<file path="src/core/tarb_map.svh">
// Register map, field positions, reset values and counts of the thermal alarm register bank
// Overview of operation
// Remote diode temperature result is readable at offset 00h.
// Local ambient temperature result is readable at offset 01h.
// Temperature bytes are binary weighted, MSB 128 C, LSB 1 C.
// Temperature bytes go out on the serial bus MSB first.
// Both temperature registers read zero after reset until first measurement.
// Configuration byte at 02h steers timeout and fan output, resets to zero.
// Unmasked channel above its limit (03h remote, 04h local) pulls alarm low.
// Reset loads remote limit 6Eh and local limit 50h.
// Remote channel fault sets status bit D7.
// Local channel fault sets status bit D6.
// Status bits clear only when the host reads the status register.
// Reading the status register releases the alarm output.
// A persisting fault at the next measurement sets status and alarm again.
// Host reads a temperature register after reading the status register.
// Status register reads zero right after reset.
// Mask bit D7 blocks remote alarms, D6 blocks local alarms.
// Writes use write-byte: address+W, command, data, each acknowledged, stop.
// Reads use read-byte with repeated start, or receive-byte from last command.
`ifndef TARB_MAP_SVH
`define TARB_MAP_SVH

`define TARB_OFS_REMOTE_TEMP   8'h00
`define TARB_OFS_LOCAL_TEMP    8'h01
`define TARB_OFS_CONFIG        8'h02
`define TARB_OFS_REMOTE_LIMIT  8'h03
`define TARB_OFS_LOCAL_LIMIT   8'h04
`define TARB_OFS_STATUS        8'h05
`define TARB_OFS_MASK          8'h06

`define TARB_RST_TEMP          8'h00
`define TARB_RST_CONFIG        8'h00
`define TARB_RST_REMOTE_LIMIT  8'h6e
`define TARB_RST_LOCAL_LIMIT   8'h50
`define TARB_RST_STATUS        2'h0
`define TARB_RST_MASK          2'h0

`define TARB_BIT_REMOTE        1
`define TARB_BIT_LOCAL         0
`define TARB_FLAG_PAD          6'h00

`define TARB_BITS_PER_BYTE     4'h8
`define TARB_CNT_ZERO          4'h0
`define TARB_CNT_ONE           4'h1

`endif

</file>
<file path="src/core/tarb_pkg.sv">
// Types shared by the thermal alarm register bank
package tarb_pkg;
   typedef logic [7:0] tarb_byte_t;
   typedef logic [1:0] tarb_flags_t;
   typedef enum logic [2:0] {
      ST_IDLE,
      ST_RECV,
      ST_ACK,
      ST_SEND,
      ST_MACK,
      ST_SKIP
   } tarb_state_t;
   typedef enum logic [1:0] {
      K_ADDR,
      K_CMD,
      K_DATA
   } tarb_kind_t;
endpackage

</file>
<file path="src/core/tarb_line_if.sv">
// Filtered serial bus levels and events passed from the pin filter to the register bank
`timescale 1ns/10ps
interface tarb_line_if;
   logic scl;
   logic sda;
   logic scl_rise;
   logic scl_fall;
   logic start;
   logic stop;
   modport src (output scl, output sda, output scl_rise, output scl_fall,
                output start, output stop);
   modport snk (input scl, input sda, input scl_rise, input scl_fall,
                input start, input stop);
endinterface

</file>
<file path="src/core/tarb_register_bank.sv">
// Thermal alarm register bank with its serial bus slave
`timescale 1ns/10ps
`include "tarb_map.svh"
module tarb_register_bank #(
   parameter logic [6:0] SLAVE_ADDR = 7'h2a   // Arbitrary bus address
) (
   input  wire logic                i_clk,
   input  wire logic                i_sys_rst,
   input  wire logic                i_smb_clk,
   input  wire logic                i_smb_data,
   input  wire tarb_pkg::tarb_byte_t i_remote_temp,
   input  wire tarb_pkg::tarb_byte_t i_local_temp,
   input  wire logic                i_meas_valid,
   output logic                     o_smb_data_oe,
   output logic                     o_over_temp_alarm_n_oe,
   output tarb_pkg::tarb_byte_t     o_configuration
);
   import tarb_pkg::*;

   tarb_line_if line ();

   tarb_pin_sync u_sync (
      .i_clk     (i_clk),
      .i_sys_rst (i_sys_rst),
      .i_scl     (i_smb_clk),
      .i_sda     (i_smb_data),
      .line      (line.src)
   );

   tarb_state_t state_reg;
   tarb_state_t state_next;
   tarb_kind_t  kind_reg;
   tarb_kind_t  kind_next;
   logic [3:0]  cnt_reg;
   logic [3:0]  cnt_next;
   tarb_byte_t  shift_reg;
   tarb_byte_t  shift_next;
   tarb_byte_t  tx_reg;
   tarb_byte_t  tx_next;
   tarb_byte_t  ptr_reg;
   tarb_byte_t  ptr_next;
   logic        read_reg;
   logic        read_next;
   logic        mack_reg;
   logic        mack_next;
   logic        oe_next;
   logic        wr_en;

   tarb_byte_t  remote_temp_reg;
   tarb_byte_t  local_temp_reg;
   tarb_byte_t  config_reg;
   tarb_byte_t  remote_limit_reg;
   tarb_byte_t  local_limit_reg;
   tarb_flags_t status_reg;
   tarb_flags_t status_next;
   tarb_flags_t mask_reg;
   tarb_flags_t mask_next;
   tarb_flags_t fault;
   tarb_byte_t  rd_byte;

   wire byte_end  = line.scl_fall && (state_reg == ST_RECV) && (cnt_reg == `TARB_BITS_PER_BYTE);
   wire addr_hit  = (shift_reg[7:1] == SLAVE_ADDR);
   wire send_last = (cnt_reg == `TARB_BITS_PER_BYTE);
   wire tx_load   = line.scl_fall && (((state_reg == ST_ACK) && read_reg) ||
                                      ((state_reg == ST_MACK) && mack_reg));
   wire status_rd = tx_load && (ptr_reg == `TARB_OFS_STATUS);
   wire sel_cfg   = (ptr_reg == `TARB_OFS_CONFIG);
   wire sel_rlim  = (ptr_reg == `TARB_OFS_REMOTE_LIMIT);
   wire sel_llim  = (ptr_reg == `TARB_OFS_LOCAL_LIMIT);
   wire sel_mask  = (ptr_reg == `TARB_OFS_MASK);

   // Read mux; unmapped offsets return zero
   assign rd_byte =
      (ptr_reg == `TARB_OFS_REMOTE_TEMP) ? remote_temp_reg :
      (ptr_reg == `TARB_OFS_LOCAL_TEMP)  ? local_temp_reg :
      sel_cfg                            ? config_reg :
      sel_rlim                           ? remote_limit_reg :
      sel_llim                           ? local_limit_reg :
      (ptr_reg == `TARB_OFS_STATUS)      ? {status_reg, `TARB_FLAG_PAD} :
      sel_mask                           ? {mask_reg, `TARB_FLAG_PAD} :
      8'h00;

   // Channel above its limit at a fresh measurement
   assign fault[`TARB_BIT_REMOTE] = i_meas_valid && (i_remote_temp > remote_limit_reg);
   assign fault[`TARB_BIT_LOCAL]  = i_meas_valid && (i_local_temp > local_limit_reg);

   // Set beats the read-clear, so a fault in the read cycle survives
   assign status_next = fault | (status_rd ? `TARB_RST_STATUS : status_reg);
   assign mask_next   = (wr_en && sel_mask) ? shift_reg[7:6] : mask_reg;

   always_comb begin
      state_next = state_reg;
      kind_next  = kind_reg;
      cnt_next   = cnt_reg;
      shift_next = shift_reg;
      tx_next    = tx_reg;
      ptr_next   = ptr_reg;
      read_next  = read_reg;
      mack_next  = mack_reg;
      oe_next    = o_smb_data_oe;
      wr_en      = 1'b0;
      if (line.start) begin
         // Repeated start lands here too, keeping the command pointer
         state_next = ST_RECV;
         kind_next  = K_ADDR;
         cnt_next   = `TARB_CNT_ZERO;
         oe_next    = 1'b0;
      end else if (line.stop) begin
         state_next = ST_IDLE;
         oe_next    = 1'b0;
      end else begin
         case (state_reg)
            ST_RECV: begin
               if (line.scl_rise && (cnt_reg != `TARB_BITS_PER_BYTE)) begin
                  shift_next = {shift_reg[6:0], line.sda};
                  cnt_next   = cnt_reg + `TARB_CNT_ONE;
               end else if (byte_end) begin
                  state_next = ST_ACK;
                  oe_next    = 1'b1;
                  case (kind_reg)
                     K_ADDR: begin
                        read_next = shift_reg[0];
                        if (!addr_hit) begin
                           state_next = ST_SKIP;
                           oe_next    = 1'b0;
                        end
                     end
                     K_CMD: begin
                        ptr_next = shift_reg;
                     end
                     default: begin
                        wr_en = 1'b1;
                     end
                  endcase
               end
            end
            ST_ACK: begin
               if (line.scl_fall) begin
                  if (read_reg) begin
                     // Receive-byte and read-byte both use the last command
                     state_next = ST_SEND;
                     tx_next    = rd_byte;
                     oe_next    = ~rd_byte[7];
                     cnt_next   = `TARB_CNT_ONE;
                  end else begin
                     state_next = ST_RECV;
                     oe_next    = 1'b0;
                     cnt_next   = `TARB_CNT_ZERO;
                     kind_next  = (kind_reg == K_ADDR) ? K_CMD : K_DATA;
                  end
               end
            end
            ST_SEND: begin
               if (line.scl_fall) begin
                  if (send_last) begin
                     state_next = ST_MACK;
                     oe_next    = 1'b0;
                  end else begin
                     tx_next  = {tx_reg[6:0], 1'b0};
                     oe_next  = ~tx_reg[6];
                     cnt_next = cnt_reg + `TARB_CNT_ONE;
                  end
               end
            end
            ST_MACK: begin
               if (line.scl_rise) begin
                  mack_next = ~line.sda;
               end else if (line.scl_fall) begin
                  if (mack_reg) begin
                     // Host acked: stream the same register again
                     state_next = ST_SEND;
                     tx_next    = rd_byte;
                     oe_next    = ~rd_byte[7];
                     cnt_next   = `TARB_CNT_ONE;
                  end else begin
                     state_next = ST_SKIP;
                  end
               end
            end
            default: begin
            end
         endcase
      end
   end

   always_ff @(posedge i_clk) begin
      if (i_sys_rst) begin
         state_reg     <= ST_IDLE;
         kind_reg      <= K_ADDR;
         cnt_reg       <= `TARB_CNT_ZERO;
         shift_reg     <= 8'h00;
         tx_reg        <= 8'h00;
         ptr_reg       <= `TARB_OFS_REMOTE_TEMP;
         read_reg      <= 1'b0;
         mack_reg      <= 1'b0;
         o_smb_data_oe <= 1'b0;
      end else begin
         state_reg     <= state_next;
         kind_reg      <= kind_next;
         cnt_reg       <= cnt_next;
         shift_reg     <= shift_next;
         tx_reg        <= tx_next;
         ptr_reg       <= ptr_next;
         read_reg      <= read_next;
         mack_reg      <= mack_next;
         o_smb_data_oe <= oe_next;
      end
   end

   always_ff @(posedge i_clk) begin
      if (i_sys_rst) begin
         remote_temp_reg <= `TARB_RST_TEMP;
         local_temp_reg  <= `TARB_RST_TEMP;
      end else if (i_meas_valid) begin
         remote_temp_reg <= i_remote_temp;
         local_temp_reg  <= i_local_temp;
      end
   end

   // Temperature and status registers ignore writes
   always_ff @(posedge i_clk) begin
      if (i_sys_rst) begin
         config_reg       <= `TARB_RST_CONFIG;
         remote_limit_reg <= `TARB_RST_REMOTE_LIMIT;
         local_limit_reg  <= `TARB_RST_LOCAL_LIMIT;
      end else if (wr_en) begin
         if (sel_cfg) begin
            config_reg <= shift_reg;
         end else if (sel_rlim) begin
            remote_limit_reg <= shift_reg;
         end else if (sel_llim) begin
            local_limit_reg <= shift_reg;
         end
      end
   end

   always_ff @(posedge i_clk) begin
      if (i_sys_rst) begin
         status_reg             <= `TARB_RST_STATUS;
         mask_reg               <= `TARB_RST_MASK;
         o_over_temp_alarm_n_oe <= 1'b0;
         o_configuration        <= `TARB_RST_CONFIG;
      end else begin
         status_reg             <= status_next;
         mask_reg               <= mask_next;
         // Pin pulled low while any unmasked status bit stands
         o_over_temp_alarm_n_oe <= |(status_next & ~mask_next);
         o_configuration        <= (wr_en && sel_cfg) ? shift_reg : config_reg;
      end
   end

   a_temp_reset: assert property (@(posedge i_clk) i_sys_rst |=>
      remote_temp_reg == `TARB_RST_TEMP && local_temp_reg == `TARB_RST_TEMP)
      else $error("temperature registers not zero after reset");
   a_temp_capture: assert property (@(posedge i_clk) disable iff (i_sys_rst)
      i_meas_valid |=> remote_temp_reg == $past(i_remote_temp)
                       && local_temp_reg == $past(i_local_temp))
      else $error("measurement not stored");
   a_limit_reset: assert property (@(posedge i_clk) i_sys_rst |=>
      remote_limit_reg == `TARB_RST_REMOTE_LIMIT && local_limit_reg == `TARB_RST_LOCAL_LIMIT
      && o_configuration == `TARB_RST_CONFIG)
      else $error("limit or configuration reset value wrong");
   a_status_reset: assert property (@(posedge i_clk) i_sys_rst |=>
      status_reg == `TARB_RST_STATUS && !o_over_temp_alarm_n_oe)
      else $error("status not clear after reset");
   a_remote_set: assert property (@(posedge i_clk) disable iff (i_sys_rst)
      i_meas_valid && (i_remote_temp > remote_limit_reg) |=> status_reg[`TARB_BIT_REMOTE])
      else $error("remote fault not flagged");
   a_local_set: assert property (@(posedge i_clk) disable iff (i_sys_rst)
      i_meas_valid && (i_local_temp > local_limit_reg) |=> status_reg[`TARB_BIT_LOCAL])
      else $error("local fault not flagged");
   a_status_sticky: assert property (@(posedge i_clk) disable iff (i_sys_rst)
      status_reg[`TARB_BIT_REMOTE] && !status_rd |=> status_reg[`TARB_BIT_REMOTE])
      else $error("status cleared without a read");
   a_read_release: assert property (@(posedge i_clk) disable iff (i_sys_rst)
      status_rd && !i_meas_valid |=> status_reg == `TARB_RST_STATUS && !o_over_temp_alarm_n_oe)
      else $error("status read did not release alarm");
   a_alarm_mask: assert property (@(posedge i_clk) disable iff (i_sys_rst)
      ##1 o_over_temp_alarm_n_oe == |(status_reg & ~mask_reg))
      else $error("alarm does not follow unmasked status");
   a_msb_first: assert property (@(posedge i_clk) disable iff (i_sys_rst)
      tx_load && !line.start && !line.stop |=> o_smb_data_oe == ~tx_reg[7])
      else $error("first data bit is not the MSB");
   a_config_write: assert property (@(posedge i_clk) disable iff (i_sys_rst)
      wr_en && sel_cfg |=> o_configuration == $past(shift_reg) ##1 config_reg == o_configuration)
      else $error("configuration write lost");
   a_temp_hold: assert property (@(posedge i_clk) disable iff (i_sys_rst)
      !i_meas_valid |=> $stable(remote_temp_reg) && $stable(local_temp_reg))
      else $error("temperature changed without a measurement");
   a_limit_write: assert property (@(posedge i_clk) disable iff (i_sys_rst)
      wr_en && sel_rlim |=> remote_limit_reg == $past(shift_reg))
      else $error("remote limit write lost");
   a_local_sticky: assert property (@(posedge i_clk) disable iff (i_sys_rst)
      status_reg[`TARB_BIT_LOCAL] && !status_rd |=> status_reg[`TARB_BIT_LOCAL])
      else $error("local status cleared without a read");
   a_addr_ack: assert property (@(posedge i_clk) disable iff (i_sys_rst)
      byte_end && kind_reg == K_ADDR && addr_hit && !line.start && !line.stop
      |=> o_smb_data_oe)
      else $error("own address not acknowledged");

   c_status_read:  cover property (@(posedge i_clk) status_rd && o_over_temp_alarm_n_oe);
   c_alarm_rise:   cover property (@(posedge i_clk) $rose(o_over_temp_alarm_n_oe));
   c_limit_write:  cover property (@(posedge i_clk) wr_en && sel_rlim);
   c_multi_read:   cover property (@(posedge i_clk) state_reg == ST_MACK && mack_reg ##1 tx_load);
   c_addr_miss:    cover property (@(posedge i_clk) byte_end && kind_reg == K_ADDR && !addr_hit);
endmodule

</file>
<file path="src/core/tarb_pin_sync.sv">
// Three-stage pin filter and bus event detector for the serial clock and data pins
`timescale 1ns/10ps
module tarb_pin_sync (
   input  wire logic i_clk,
   input  wire logic i_sys_rst,
   input  wire logic i_scl,
   input  wire logic i_sda,
   tarb_line_if.src  line
);
   import tarb_pkg::*;

   logic [1:0] pin_in;
   logic [1:0] ff1_reg;
   logic [1:0] ff2_reg;
   logic [1:0] ff3_reg;
   logic [1:0] lvl_reg;
   logic [1:0] lvl_next;
   logic       rise_reg;
   logic       fall_reg;
   logic       start_reg;
   logic       stop_reg;

   assign pin_in = {i_sda, i_scl};

   genvar g;
   generate
      for (g = 0; g < 2; g++) begin : g_pin
         // Level moves only once stages two and three agree
         assign lvl_next[g] = (ff2_reg[g] == ff3_reg[g]) ? ff3_reg[g] : lvl_reg[g];
         always_ff @(posedge i_clk) begin
            if (i_sys_rst) begin
               ff1_reg[g] <= 1'b1;
               ff2_reg[g] <= 1'b1;
               ff3_reg[g] <= 1'b1;
               lvl_reg[g] <= 1'b1;
            end else begin
               ff1_reg[g] <= pin_in[g];
               ff2_reg[g] <= ff1_reg[g];
               ff3_reg[g] <= ff2_reg[g];
               lvl_reg[g] <= lvl_next[g];
            end
         end
      end
   endgenerate

   always_ff @(posedge i_clk) begin
      if (i_sys_rst) begin
         rise_reg  <= 1'b0;
         fall_reg  <= 1'b0;
         start_reg <= 1'b0;
         stop_reg  <= 1'b0;
      end else begin
         rise_reg  <= ~lvl_reg[0] & lvl_next[0];
         fall_reg  <= lvl_reg[0] & ~lvl_next[0];
         start_reg <= lvl_reg[0] & lvl_next[0] & lvl_reg[1] & ~lvl_next[1];
         stop_reg  <= lvl_reg[0] & lvl_next[0] & ~lvl_reg[1] & lvl_next[1];
      end
   end

   // Pulses land together with the new level, so the FSM samples settled data
   assign line.scl      = lvl_reg[0];
   assign line.sda      = lvl_reg[1];
   assign line.scl_rise = rise_reg;
   assign line.scl_fall = fall_reg;
   assign line.start    = start_reg;
   assign line.stop     = stop_reg;
endmodule

</file>
<file path="config.mk">
export PLATFORM = sky130hd
export DESIGN_NAME = tarb_register_bank
export DESIGN_NICKNAME = d
export VERILOG_FILES = /design/src/core/tarb_pkg.sv /design/src/core/tarb_line_if.sv /design/src/core/tarb_register_bank.sv /design/src/core/tarb_pin_sync.sv
export VERILOG_INCLUDE_DIRS = /design/src /design/src/core
export SDC_FILE = /design/constraint.sdc
export NUM_CORES = 1
export LEC_CHECK = 0
export BUFFER_PORTS_ARGS = -buffer_cell sky130_fd_sc_hd__clkbuf_2
export CAP_MARGIN = 20
export CELL_PAD_IN_SITES_DETAIL_PLACEMENT = 1
export CELL_PAD_IN_SITES_GLOBAL_PLACEMENT = 1
export CORE_MARGIN = 10
export CORE_UTILIZATION = 40
export DETAILED_ROUTE_END_ITERATION = 7
export PLACE_DENSITY_LB_ADDON = 0.25
export SLEW_MARGIN = 10
export SYNTH_ARGS = -nofsm -noshare
export SYNTH_HDL_FRONTEND = slang
export SYNTH_SLANG_ARGS = --single-unit
</file>
<file path="constraint.sdc">
create_clock -name i_clk -period 2.1 [get_ports i_clk]
set_clock_uncertainty 0.2 [all_clocks]
set_input_delay 0.315 -clock i_clk [delete_from_list [all_inputs] [get_ports i_clk]]
set_output_delay 0.315 -clock i_clk [all_outputs]
set_load 0.005 [all_outputs]
</file>
==> run_results.csv, run 1 <==
group,metric,value,unit
status,status,"complete, but fails checks",
status,violations,"setup timing",
finish,finalCoreUtilization,0.520,
clock_tree,insertion_delay,0.36,ns
clock_tree,cts_tree,"built",
global_route,grt_antenna_before_repair,1,
pwr,pwr-share-comb,0.101,
clock_tree,cts.clk_slew.worst_paths,0.07,ns
die,rows,39,
clock_tree,cts.path.max_buffers,2,
detailed_routing,antenna_left,0,
setup_path,cp-start-kind,"flip-flop",
finish,drive_above_1_share,0.287,
pwr,p_leak,2.56,nW
synth,synthesis.area,4760,um^2
finish,layout.nets,626,
placement,dp.final_hpwl,10700,um
setup_path,cp_cell_sequence,"inv_2 -> ha_4 -> nand4b_1 -> or4_4 -> nor4_4 -> buf_6 -> mux2i_1 -> nor2_1",
timing,period_minus_slack,2.26,ns
clock_tree,htree_levels,3,
die,io_pins,31,
synth,ys_seq_area_frac,0.421,
synth,yosysWarnings,0,
global_route,grt_pass1_vias,4299,
timing,slew_headroom,0.599,
placement,gp_congestion,0.897,
timing,tightest_slew,0.594,ns
die,die_y,129,um
detailed_routing,vias,4064,
timing,hold_viol_final,0,
synth,netlist_instances,508,
synth,synth-seq-cells,100,
flow_run,cap_violations,0,
setup_path,path_class,"reg -> reg",
setup_path,slowest_delay,0.58,ns
placement,place_area,5470,um^2
synth,synth.avg_cell_area,9.36,um^2
synth,syn_nets,547,
detailed_routing,drc,0,
die,start_util,0.413,
synth,ys_types,63,
die,core_area,11500,um^2
synth,synth_edf_count,0,
setup_path,worst-path-buf-inv,2,
timing,finalWorstSetupSlack,-0.161,ns
setup_path,cp.required,2.14,ns
pwr,ir_drop,649,uV
timing,finalSetupViolCount,33,
clock_tree,clock_sinks,100,
finish,fillers,1314,
worst_hold_path,hp-class,"in -> reg",
timing,slew_violations,0,
detailed_routing,routed_wirelength,14400,um
finish,areaGrowthSynthToFinish,25.8,%
setup_path,critPathMaxFanout,6,
setup_path,crit_family,"simple AND/OR/NAND/NOR gates",
pwr,clkPwrFrac,0.419,
setup_path,crit_slowest_cell,"or4_4",
synth,async_flop_share,0,
timing,period_share,1.08,
detailed_routing,avgViaCountPerCell,5.52,
clock_tree,root_buffer,"clkbuf_16",
detailed_routing,first_pass_iters,4,
pwr,power.switching,1.04,mW
global_route,grt_max_degree,33,
global_route,grt_usage,0.179,
placement,port_buffers,30,
clock_tree,cts_buffers,9,
setup_path,critPathArrivalTime,2.30,ns
pwr,p_int,3.10,mW
detailed_routing,drt_iter0_markers,233,
global_route,grt_pass1_wl,23300,um
die,die_w,129,um
pwr,power_density,692,nW/um^2
die,design.die.area,16700,um^2
global_route,grt_overflow,0,
synth,synth_top_flop_cell,"dfxtp_1",
setup_path,cp-end-kind,"flip-flop",
pwr,power_switching_share,0.251,
timing,rsz0062_at_grt,"yes",
timing,max_freq,0.442,GHz
pwr,p_seq_frac,0.480,
finish,final_area,5980,um^2
detailed_routing,avgRoutedWirePerCell,19.6,um
==> layer usage <==
layer | track usage | wire, um
met1 | 0.234 | 6730
met2 | 0.288 | 6810
met3 | 0.0408 | 693
met4 | 0.0555 | 174
met5 | 0 | 0
==> timing repair <==
item,CTS,global route
hold buffers,2,0
hold endpoints to repair,2,0
gates resized for setup,8,25
pin swaps,2,6
gates cloned,1,0
buffers inserted,1,2
setup endpoints to repair,45,51
==> layout by cell type (no fill, tap or decap), drive strengths merged, types with 14 or more instances in the layout <==
cell type  instances
dfxtp            100
clkbuf            39
a21oi             20
ha                18
mux2i             59
nor2              76
buf               63
inv               30
nand2             22
o21ai             14
==> area by class of cell <==
cell class                      count  area [um^2]  area share
Antenna cell                        1         2.50    0.000418
Clock buffer                        9          225      0.0376
Clock inverter                      7         85.1      0.0142
Inverter                           28          105      0.0176
Multi-Input combinational cell    353         2650       0.443
Sequential cell                   100         2010       0.336
Tap cell                          143          179      0.0299
Timing Repair Buffer               95          721       0.120
==> stage by stage <==
stage                     cells  hold slack (ns)  TNS, ns  power, mW  worst slack [ns]
after detailed placement    713            0.201    -3.91       2.42            -0.393
after global placement      713            0.191   -0.968       2.40            -0.286
final                       736           0.0265    -1.99       4.14            -0.161
after CTS                   733           0.0211    -2.04       4.17            -0.146
after floorplan             508            0.189   -0.563       2.27           -0.0661
after global routing        736           0.0313    -5.82       4.32            -0.262
==> worst paths after layout <==
path / start / endpoint / slack (ns) / depth (start not counted)
worst max register to register: cnt_reg[1] / remote_limit_reg[4] / -0.16 / 8
worst min register to register: u_sync.ff1_reg[0] / u_sync.ff2_reg[0] / 0.21 / 1
worst min-delay path: i_remote_temp[5] / remote_temp_reg[5] / 0.03 / 3
worst max-delay path: cnt_reg[1] / remote_limit_reg[4] / -0.16 / 8
==> cells in the mapped netlist, types with 2 or more instances <==
| cell | instances | area (um^2) |
|---|---|---|
| dfxtp_1 | 100 | 2000 |
| nor2_1 | 76 | 285 |
| mux2i_1 | 59 | 591 |
| inv_1 | 28 | 105 |
| a21oi_1 | 20 | 100 |
| clkbuf_1 | 19 | 71.3 |
| ha_1 | 18 | 225 |
| nand2_1 | 17 | 63.8 |
| o21ai_0 | 14 | 70.1 |
| a22oi_1 | 12 | 90.1 |
| a211oi_1 | 11 | 82.6 |
| mux2_2 | 8 | 90.1 |
| nor2b_1 | 8 | 50.1 |
| nor3_1 | 7 | 35.0 |
| or2_2 | 7 | 43.8 |
| nand4_1 | 6 | 37.5 |
| o22ai_1 | 6 | 37.5 |
| nand2_2 | 5 | 31.3 |
| nand3_1 | 5 | 25.0 |
| nor4_1 | 5 | 31.3 |
| o211ai_2 | 5 | 62.6 |
| buf_2 | 4 | 20.0 |
| nand2b_1 | 4 | 25.0 |
| nand3b_1 | 4 | 30.0 |
| nand4b_1 | 4 | 35.0 |
| a31oi_1 | 3 | 18.8 |
| and2_1 | 3 | 18.8 |
| and3_1 | 3 | 18.8 |
| buf_6 | 3 | 33.8 |
| o211ai_1 | 3 | 22.5 |
| a2111oi_0 | 2 | 17.5 |
| a21o_1 | 2 | 15.0 |
| a2bb2oi_1 | 2 | 17.5 |
| a311oi_1 | 2 | 17.5 |
| and2b_1 | 2 | 15.0 |
| o31ai_1 | 2 | 15.0 |
| o32ai_1 | 2 | 17.5 |
| or4_4 | 2 | 22.5 |
==> cell families after synthesis <==
group                    share of synthesized area
AND/OR/NAND/NOR                              0.189
AO/OA/AOI/OAI                                0.146
flip-flops                                   0.421
multiplexers                                 0.148
adder cells (fa/ha/maj)                     0.0473
buffers and inverters                       0.0492
==> tightest hold or removal path, cell delays in order <==
cell      delay [ns]
clkbuf_2        0.10
mux2i_1         0.06
nor2_1          0.07
==> power by group through the flow <==
stage / Combinational [mW] / Sequential (mW) / Clock (mW)
floorplan: 0.251 / 2.02 / 0
global placement: 0.371 / 2.03 / 0
detailed placement: 0.389 / 2.03 / 0
CTS: 0.405 / 1.99 / 1.77
global route: 0.462 / 2.00 / 1.86
finish: 0.419 / 1.99 / 1.73
(Power assumes the default switching activity.)
==> inputs of run 2 (changes only) <==
- clock period: 2.1 -> 2.24 ns (I/O delays scaled with it)
==> run_results.csv, run 2 (synthesized netlist as in run 1, its figures left out) <==
group,metric,value,unit
setup_path,ff2ff_path_depth,9,
setup_path,path_class,"reg -> reg",
detailed_routing,avgRoutedWirePerCell,18.7,um
setup_path,crit_family,"simple AND/OR/NAND/NOR gates",
setup_path,worstReg2RegEnd,"remote_limit_reg[7]",
timing,slew_violations,0,
setup_path,cp.depth,9,
placement,gp_congestion,0.872,
status,status,"finished clean",
setup_path,critPathArrivalTime,2.25,ns
die,die_w,129,um
detailed_routing,avgViaCountPerCell,5.51,
setup_path,cp_cell_sequence,"inv_2 -> ha_4 -> nand4b_1 -> or4_4 -> buf_6 -> nor4_4 -> buf_6 -> mux2i_1 -> nor2_1",
clock_tree,cts_tree,"built",
timing,tns,0,ns
die,start_util,0.413,
detailed_routing,first_pass_iters,4,
die,design.die.area,16700,um^2
setup_path,slowest_delay,0.48,ns
clock_tree,cts.path.max_buffers,2,
placement,port_buffers,30,
finish,drive_above_1_share,0.258,
finish,layout.nets,620,
setup_path,ff2ff_setup_slack,0.02,ns
finish,fillers,1342,
clock_tree,root_buffer,"clkbuf_16",
timing,finalSetupViolCount,0,
die,core_area,11500,um^2
setup_path,cp_common_cell,"buf_6",
flow_run,cap_violations,0,
worst_hold_path,hp-class,"in -> reg",
timing,max_freq,0.451,GHz
clock_tree,cts.clk_slew.worst_paths,0.07,ns
global_route,grt_antenna_before_repair,0,
finish,final_common_cell,"dfxtp_1",
finish,antennaDiodeCount,0,
finish,finalCoreUtilization,0.506,
setup_path,cp-start-kind,"flip-flop",
pwr,power_density,653,nW/um^2
detailed_routing,routed_wirelength,13600,um
timing,period_minus_slack,2.22,ns
worst_hold_path,hold_start,"i_local_temp[3]",
timing,hold_viol_final,0,
detailed_routing,vias,4017,
detailed_routing,drt_iter0_markers,209,
global_route,grt_pass1_vias,4188,
global_route,grt_max_degree,38,
timing,period_share,0.989,
detailed_routing,drc,0,
timing,slew_headroom,0.454,
pwr,p_leak,2.48,nW
finish,areaGrowthSynthToFinish,22.6,%
clock_tree,insertion_delay,0.35,ns
global_route,grt_usage,0.169,
detailed_routing,antenna_left,0,
die,rows,39,
setup_path,worst-path-buf-inv,3,
clock_tree,htree_levels,3,
setup_path,cp.required,2.28,ns
finish,final_cell_mix,"dfxtp_1, nor2_1, mux2i_1",
placement,dp.final_hpwl,10200,um
pwr,ir_drop,648,uV
setup_path,crit_slowest_cell,"or4_4",
global_route,grt_overflow,0,
setup_path,cp-end-kind,"flip-flop",
timing,rsz0062_at_grt,"yes",
timing,tightest_slew,0.808,ns
die,io_pins,31,
die,die_y,129,um
clock_tree,clock_sinks,100,
global_route,grt_pass1_wl,22100,um
worst_hold_path,holdPathStages,3,
worst_hold_path,min_to,"local_temp_reg[3]",
clock_tree,cts_buffers,9,
setup_path,timing.rr.start,"cnt_reg[0]",
setup_path,critPathMaxFanout,6,
[run 2: report_power, final]
| part | switching, mW | total (mW) | internal [mW] |
|---|---|---|---|
| Sequential | 0.0336 | 1.86 | 1.83 |
| Combinational | 0.199 | 0.390 | 0.191 |
| Clock | 0.762 | 1.55 | 0.793 |
[run 2: repair_timing]
action / CTS / global route
setup buffers: 4 / 2
gates resized for setup: 9 / 13
gates cloned: 1 / 1
hold buffers: 2 / 0
endpoints found under the setup margin: 25 / 45
hold endpoints to repair: 2 / 0
pin swaps: 2 / 4
[run 2: worst min-delay path, cell delays in order]
cell      delay (ns)
clkbuf_2        0.10
mux2i_1         0.06
nor2_1          0.07
[run 2: layout make-up]
| class | instances | area, um^2 | area share |
|---|---|---|---|
| Tap cell | 143 | 179 | 0.0307 |
| Inverter | 28 | 105 | 0.0180 |
| Clock inverter | 7 | 73.8 | 0.0127 |
| Clock buffer | 9 | 225 | 0.0386 |
| Timing Repair Buffer | 89 | 664 | 0.114 |
| Sequential cell | 100 | 2010 | 0.345 |
| Multi-Input combinational cell | 353 | 2570 | 0.441 |
[run 2: metal layers]
layer | track usage | part of all wire
met1 | 0.215 | 0.47
met5 | 0 | 0
met3 | 0.0461 | 0.042
met2 | 0.283 | 0.48
met4 | 0.0314 | 0.0088
[run 2: worst max path at each step]
| stage | startpoint | endpoint | slack [ns] |
|---|---|---|---|
| 2_1_floorplan | u_sync.line.stop | remote_limit_reg[1] | 0.03 |
| 3_3_place_gp | state_reg[2] | tx_reg[5] | 0.01 |
| 3_5_place_dp | state_reg[0] | ptr_reg[5] | -0.03 |
| 4_1_cts | state_reg[2] | tx_reg[0] | 0.007 |
| 5_1_grt | cnt_reg[0] | ptr_reg[5] | -0.1 |
| 6_report | cnt_reg[0] | remote_limit_reg[7] | 0.02 |
[run 2: metrics by stage]
| step | hold WS (ns) | setup slack, ns | total power [mW] | cell area [um^2] | instances |
|---|---|---|---|---|---|
| after floorplan | 0.189 | 0.0289 | 2.12 | 4770 | 508 |
| after global placement | 0.194 | 0.00999 | 2.24 | 5370 | 703 |
| after detailed placement | 0.199 | -0.0333 | 2.25 | 5370 | 703 |
| after CTS | 0.0385 | 0.00734 | 3.84 | 5750 | 726 |
| after global routing | 0.0445 | -0.0969 | 3.98 | 5830 | 729 |
| final | 0.0489 | 0.0236 | 3.81 | 5830 | 729 |
==> inputs of run 3 (changes only) <==
- CELL_PAD_IN_SITES_DETAIL_PLACEMENT: 1 -> default
- CELL_PAD_IN_SITES_GLOBAL_PLACEMENT: 1 -> default
==> run_results.csv, run 3 (synthesized netlist as in run 1, its figures left out) <==
group,metric,value,unit
status,status,"finished clean",
timing,rsz0062_at_grt,"no",
finish,antennaDiodeCount,0,
clock_tree,root_buffer,"clkbuf_16",
pwr,p_leak,2.45,nW
detailed_routing,vias,3884,
global_route,grt_antenna_before_repair,0,
timing,finalSetupViolCount,0,
timing,tns,0,ns
clock_tree,cts_buffers,9,
global_route,grt_pass1_wl,19900,um
finish,final_common_cell,"dfxtp_1",
clock_tree,clock_sinks,100,
setup_path,cp-start-kind,"flip-flop",
finish,multi_input_area,2600,um^2
global_route,grt_max_degree,56,
worst_hold_path,holdPathStages,3,
worst_hold_path,hp-class,"in -> reg",
placement,dp.final_hpwl,9220,um
detailed_routing,drt_iter0_markers,236,
die,io_pins,31,
die,rows,39,
die,die_w,129,um
clock_tree,cts.path.max_buffers,2,
die,start_util,0.413,
setup_path,path_class,"reg -> reg",
detailed_routing,avgViaCountPerCell,5.39,
clock_tree,cts_tree,"built",
clock_tree,postCtsSetupBuffers,0,
detailed_routing,avgRoutedWirePerCell,16.9,um
clock_tree,insertion_delay,0.35,ns
die,core_area,11500,um^2
detailed_routing,first_pass_iters,4,
setup_path,ff2ff_path_depth,8,
placement,port_buffers,30,
finish,fillers,1080,
timing,slew_headroom,0.556,
worst_hold_path,hold_start,"i_local_temp[0]",
setup_path,critPathMaxFanout,7,
finish,layout.nets,611,
flow_run,cap_violations,0,
pwr,power_density,664,nW/um^2
setup_path,timing.rr.start,"state_reg[0]",
setup_path,ff2ff_setup_slack,0.05,ns
placement,dpl_worst_slack,-0.0124,ns
timing,period_minus_slack,2.19,ns
global_route,grt_usage,0.152,
timing,period_share,0.976,
pwr,ir_drop,473,uV
clock_tree,cts.clk_slew.worst_paths,0.07,ns
finish,drive_above_1_share,0.248,
setup_path,critPathArrivalTime,2.27,ns
detailed_routing,antenna_left,0,
setup_path,cp-end-kind,"flip-flop",
timing,whs,0.0406,ns
timing,max_freq,0.458,GHz
timing,tightest_slew,0.657,ns
clock_tree,htree_levels,3,
worst_hold_path,min_to,"local_temp_reg[0]",
timing,hold_viol_final,0,
global_route,grt_pass1_vias,3879,
detailed_routing,drc,0,
placement,gp_congestion,0.884,
detailed_routing,routed_wirelength,12200,um
global_route,grt_overflow,0,
finish,areaGrowthSynthToFinish,21.9,%
timing,slew_violations,0,
finish,final_cell_mix,"dfxtp_1, nor2_1, mux2i_1",
die,die_y,129,um
die,design.die.area,16700,um^2
timing,finalWorstSetupSlack,0.0546,ns
finish,register_area,2010,um^2
setup_path,cp.required,2.32,ns
setup_path,worstReg2RegEnd,"cnt_reg[0]",
pwr,fin_total_pwr,3.85,mW
==> run 3: metrics by stage <==
stage	instance area, um^2	utilization	cells
2_1_floorplan	4770	-	508
3_3_place_gp	5390	0.468	702
3_5_place_dp	5390	0.468	702
4_1_cts	5730	0.498	720
5_1_grt	5800	0.504	720
6_report	5800	0.504	720
==> run 3: layout make-up <==
type,instances,share of cell area
inverter,28,0.0181
multi-input combinational,353,0.448
timing repair buffer,80,0.102
sequential,100,0.346
clock buffer,10,0.0412
clock inverter,6,0.0132
tap,143,0.0309
==> run 3: worst max path at each step <==
stage | start | endpoint | slack, ns
4_1_cts | state_reg[1] | cnt_reg[3] | 0.008
6_report | state_reg[0] | cnt_reg[0] | 0.05
3_5_place_dp | cnt_reg[0] | o_over_temp_alarm_n_oe | -0.01
5_1_grt | cnt_reg[1] | cnt_reg[3] | 0.006
2_1_floorplan | u_sync.line.stop | remote_limit_reg[1] | 0.03
3_3_place_gp | cnt_reg[0] | o_over_temp_alarm_n_oe | -0.01
==> run 3: worst max-delay path, stage by stage (launching register included) <==
cell and delay, ns:
dfxtp_2 0.37, buf_4 0.15, or3b_1 0.43, a31oi_1 0.23
buf_4 0.18, nor4_1 0.05, buf_4 0.16, mux2_2 0.27
nor2_1 0.08
==> run 3: report_power, final <==
part	switching (mW)	internal (mW)	leakage, nW
clock	0.702	0.918	0.156
combinational	0.186	0.185	1.47
sequential	0.0315	1.83	0.815
total	0.919	2.93	2.45
==> run 3: routing by layer <==
metal  wire, um  GRT usage  up-vias
li1           -          -     1951
met1       5860      0.202     1855
met3        599     0.0359       10
met2       5560      0.235       68
met4        179     0.0569        0
met5          0          0        -
==> run 3: repair_timing <==
action,CTS,global route
gates resized for setup,2,16
hold endpoints to repair,2,0
pin swaps,0,4
hold buffers,2,0
setup endpoints to repair,9,36
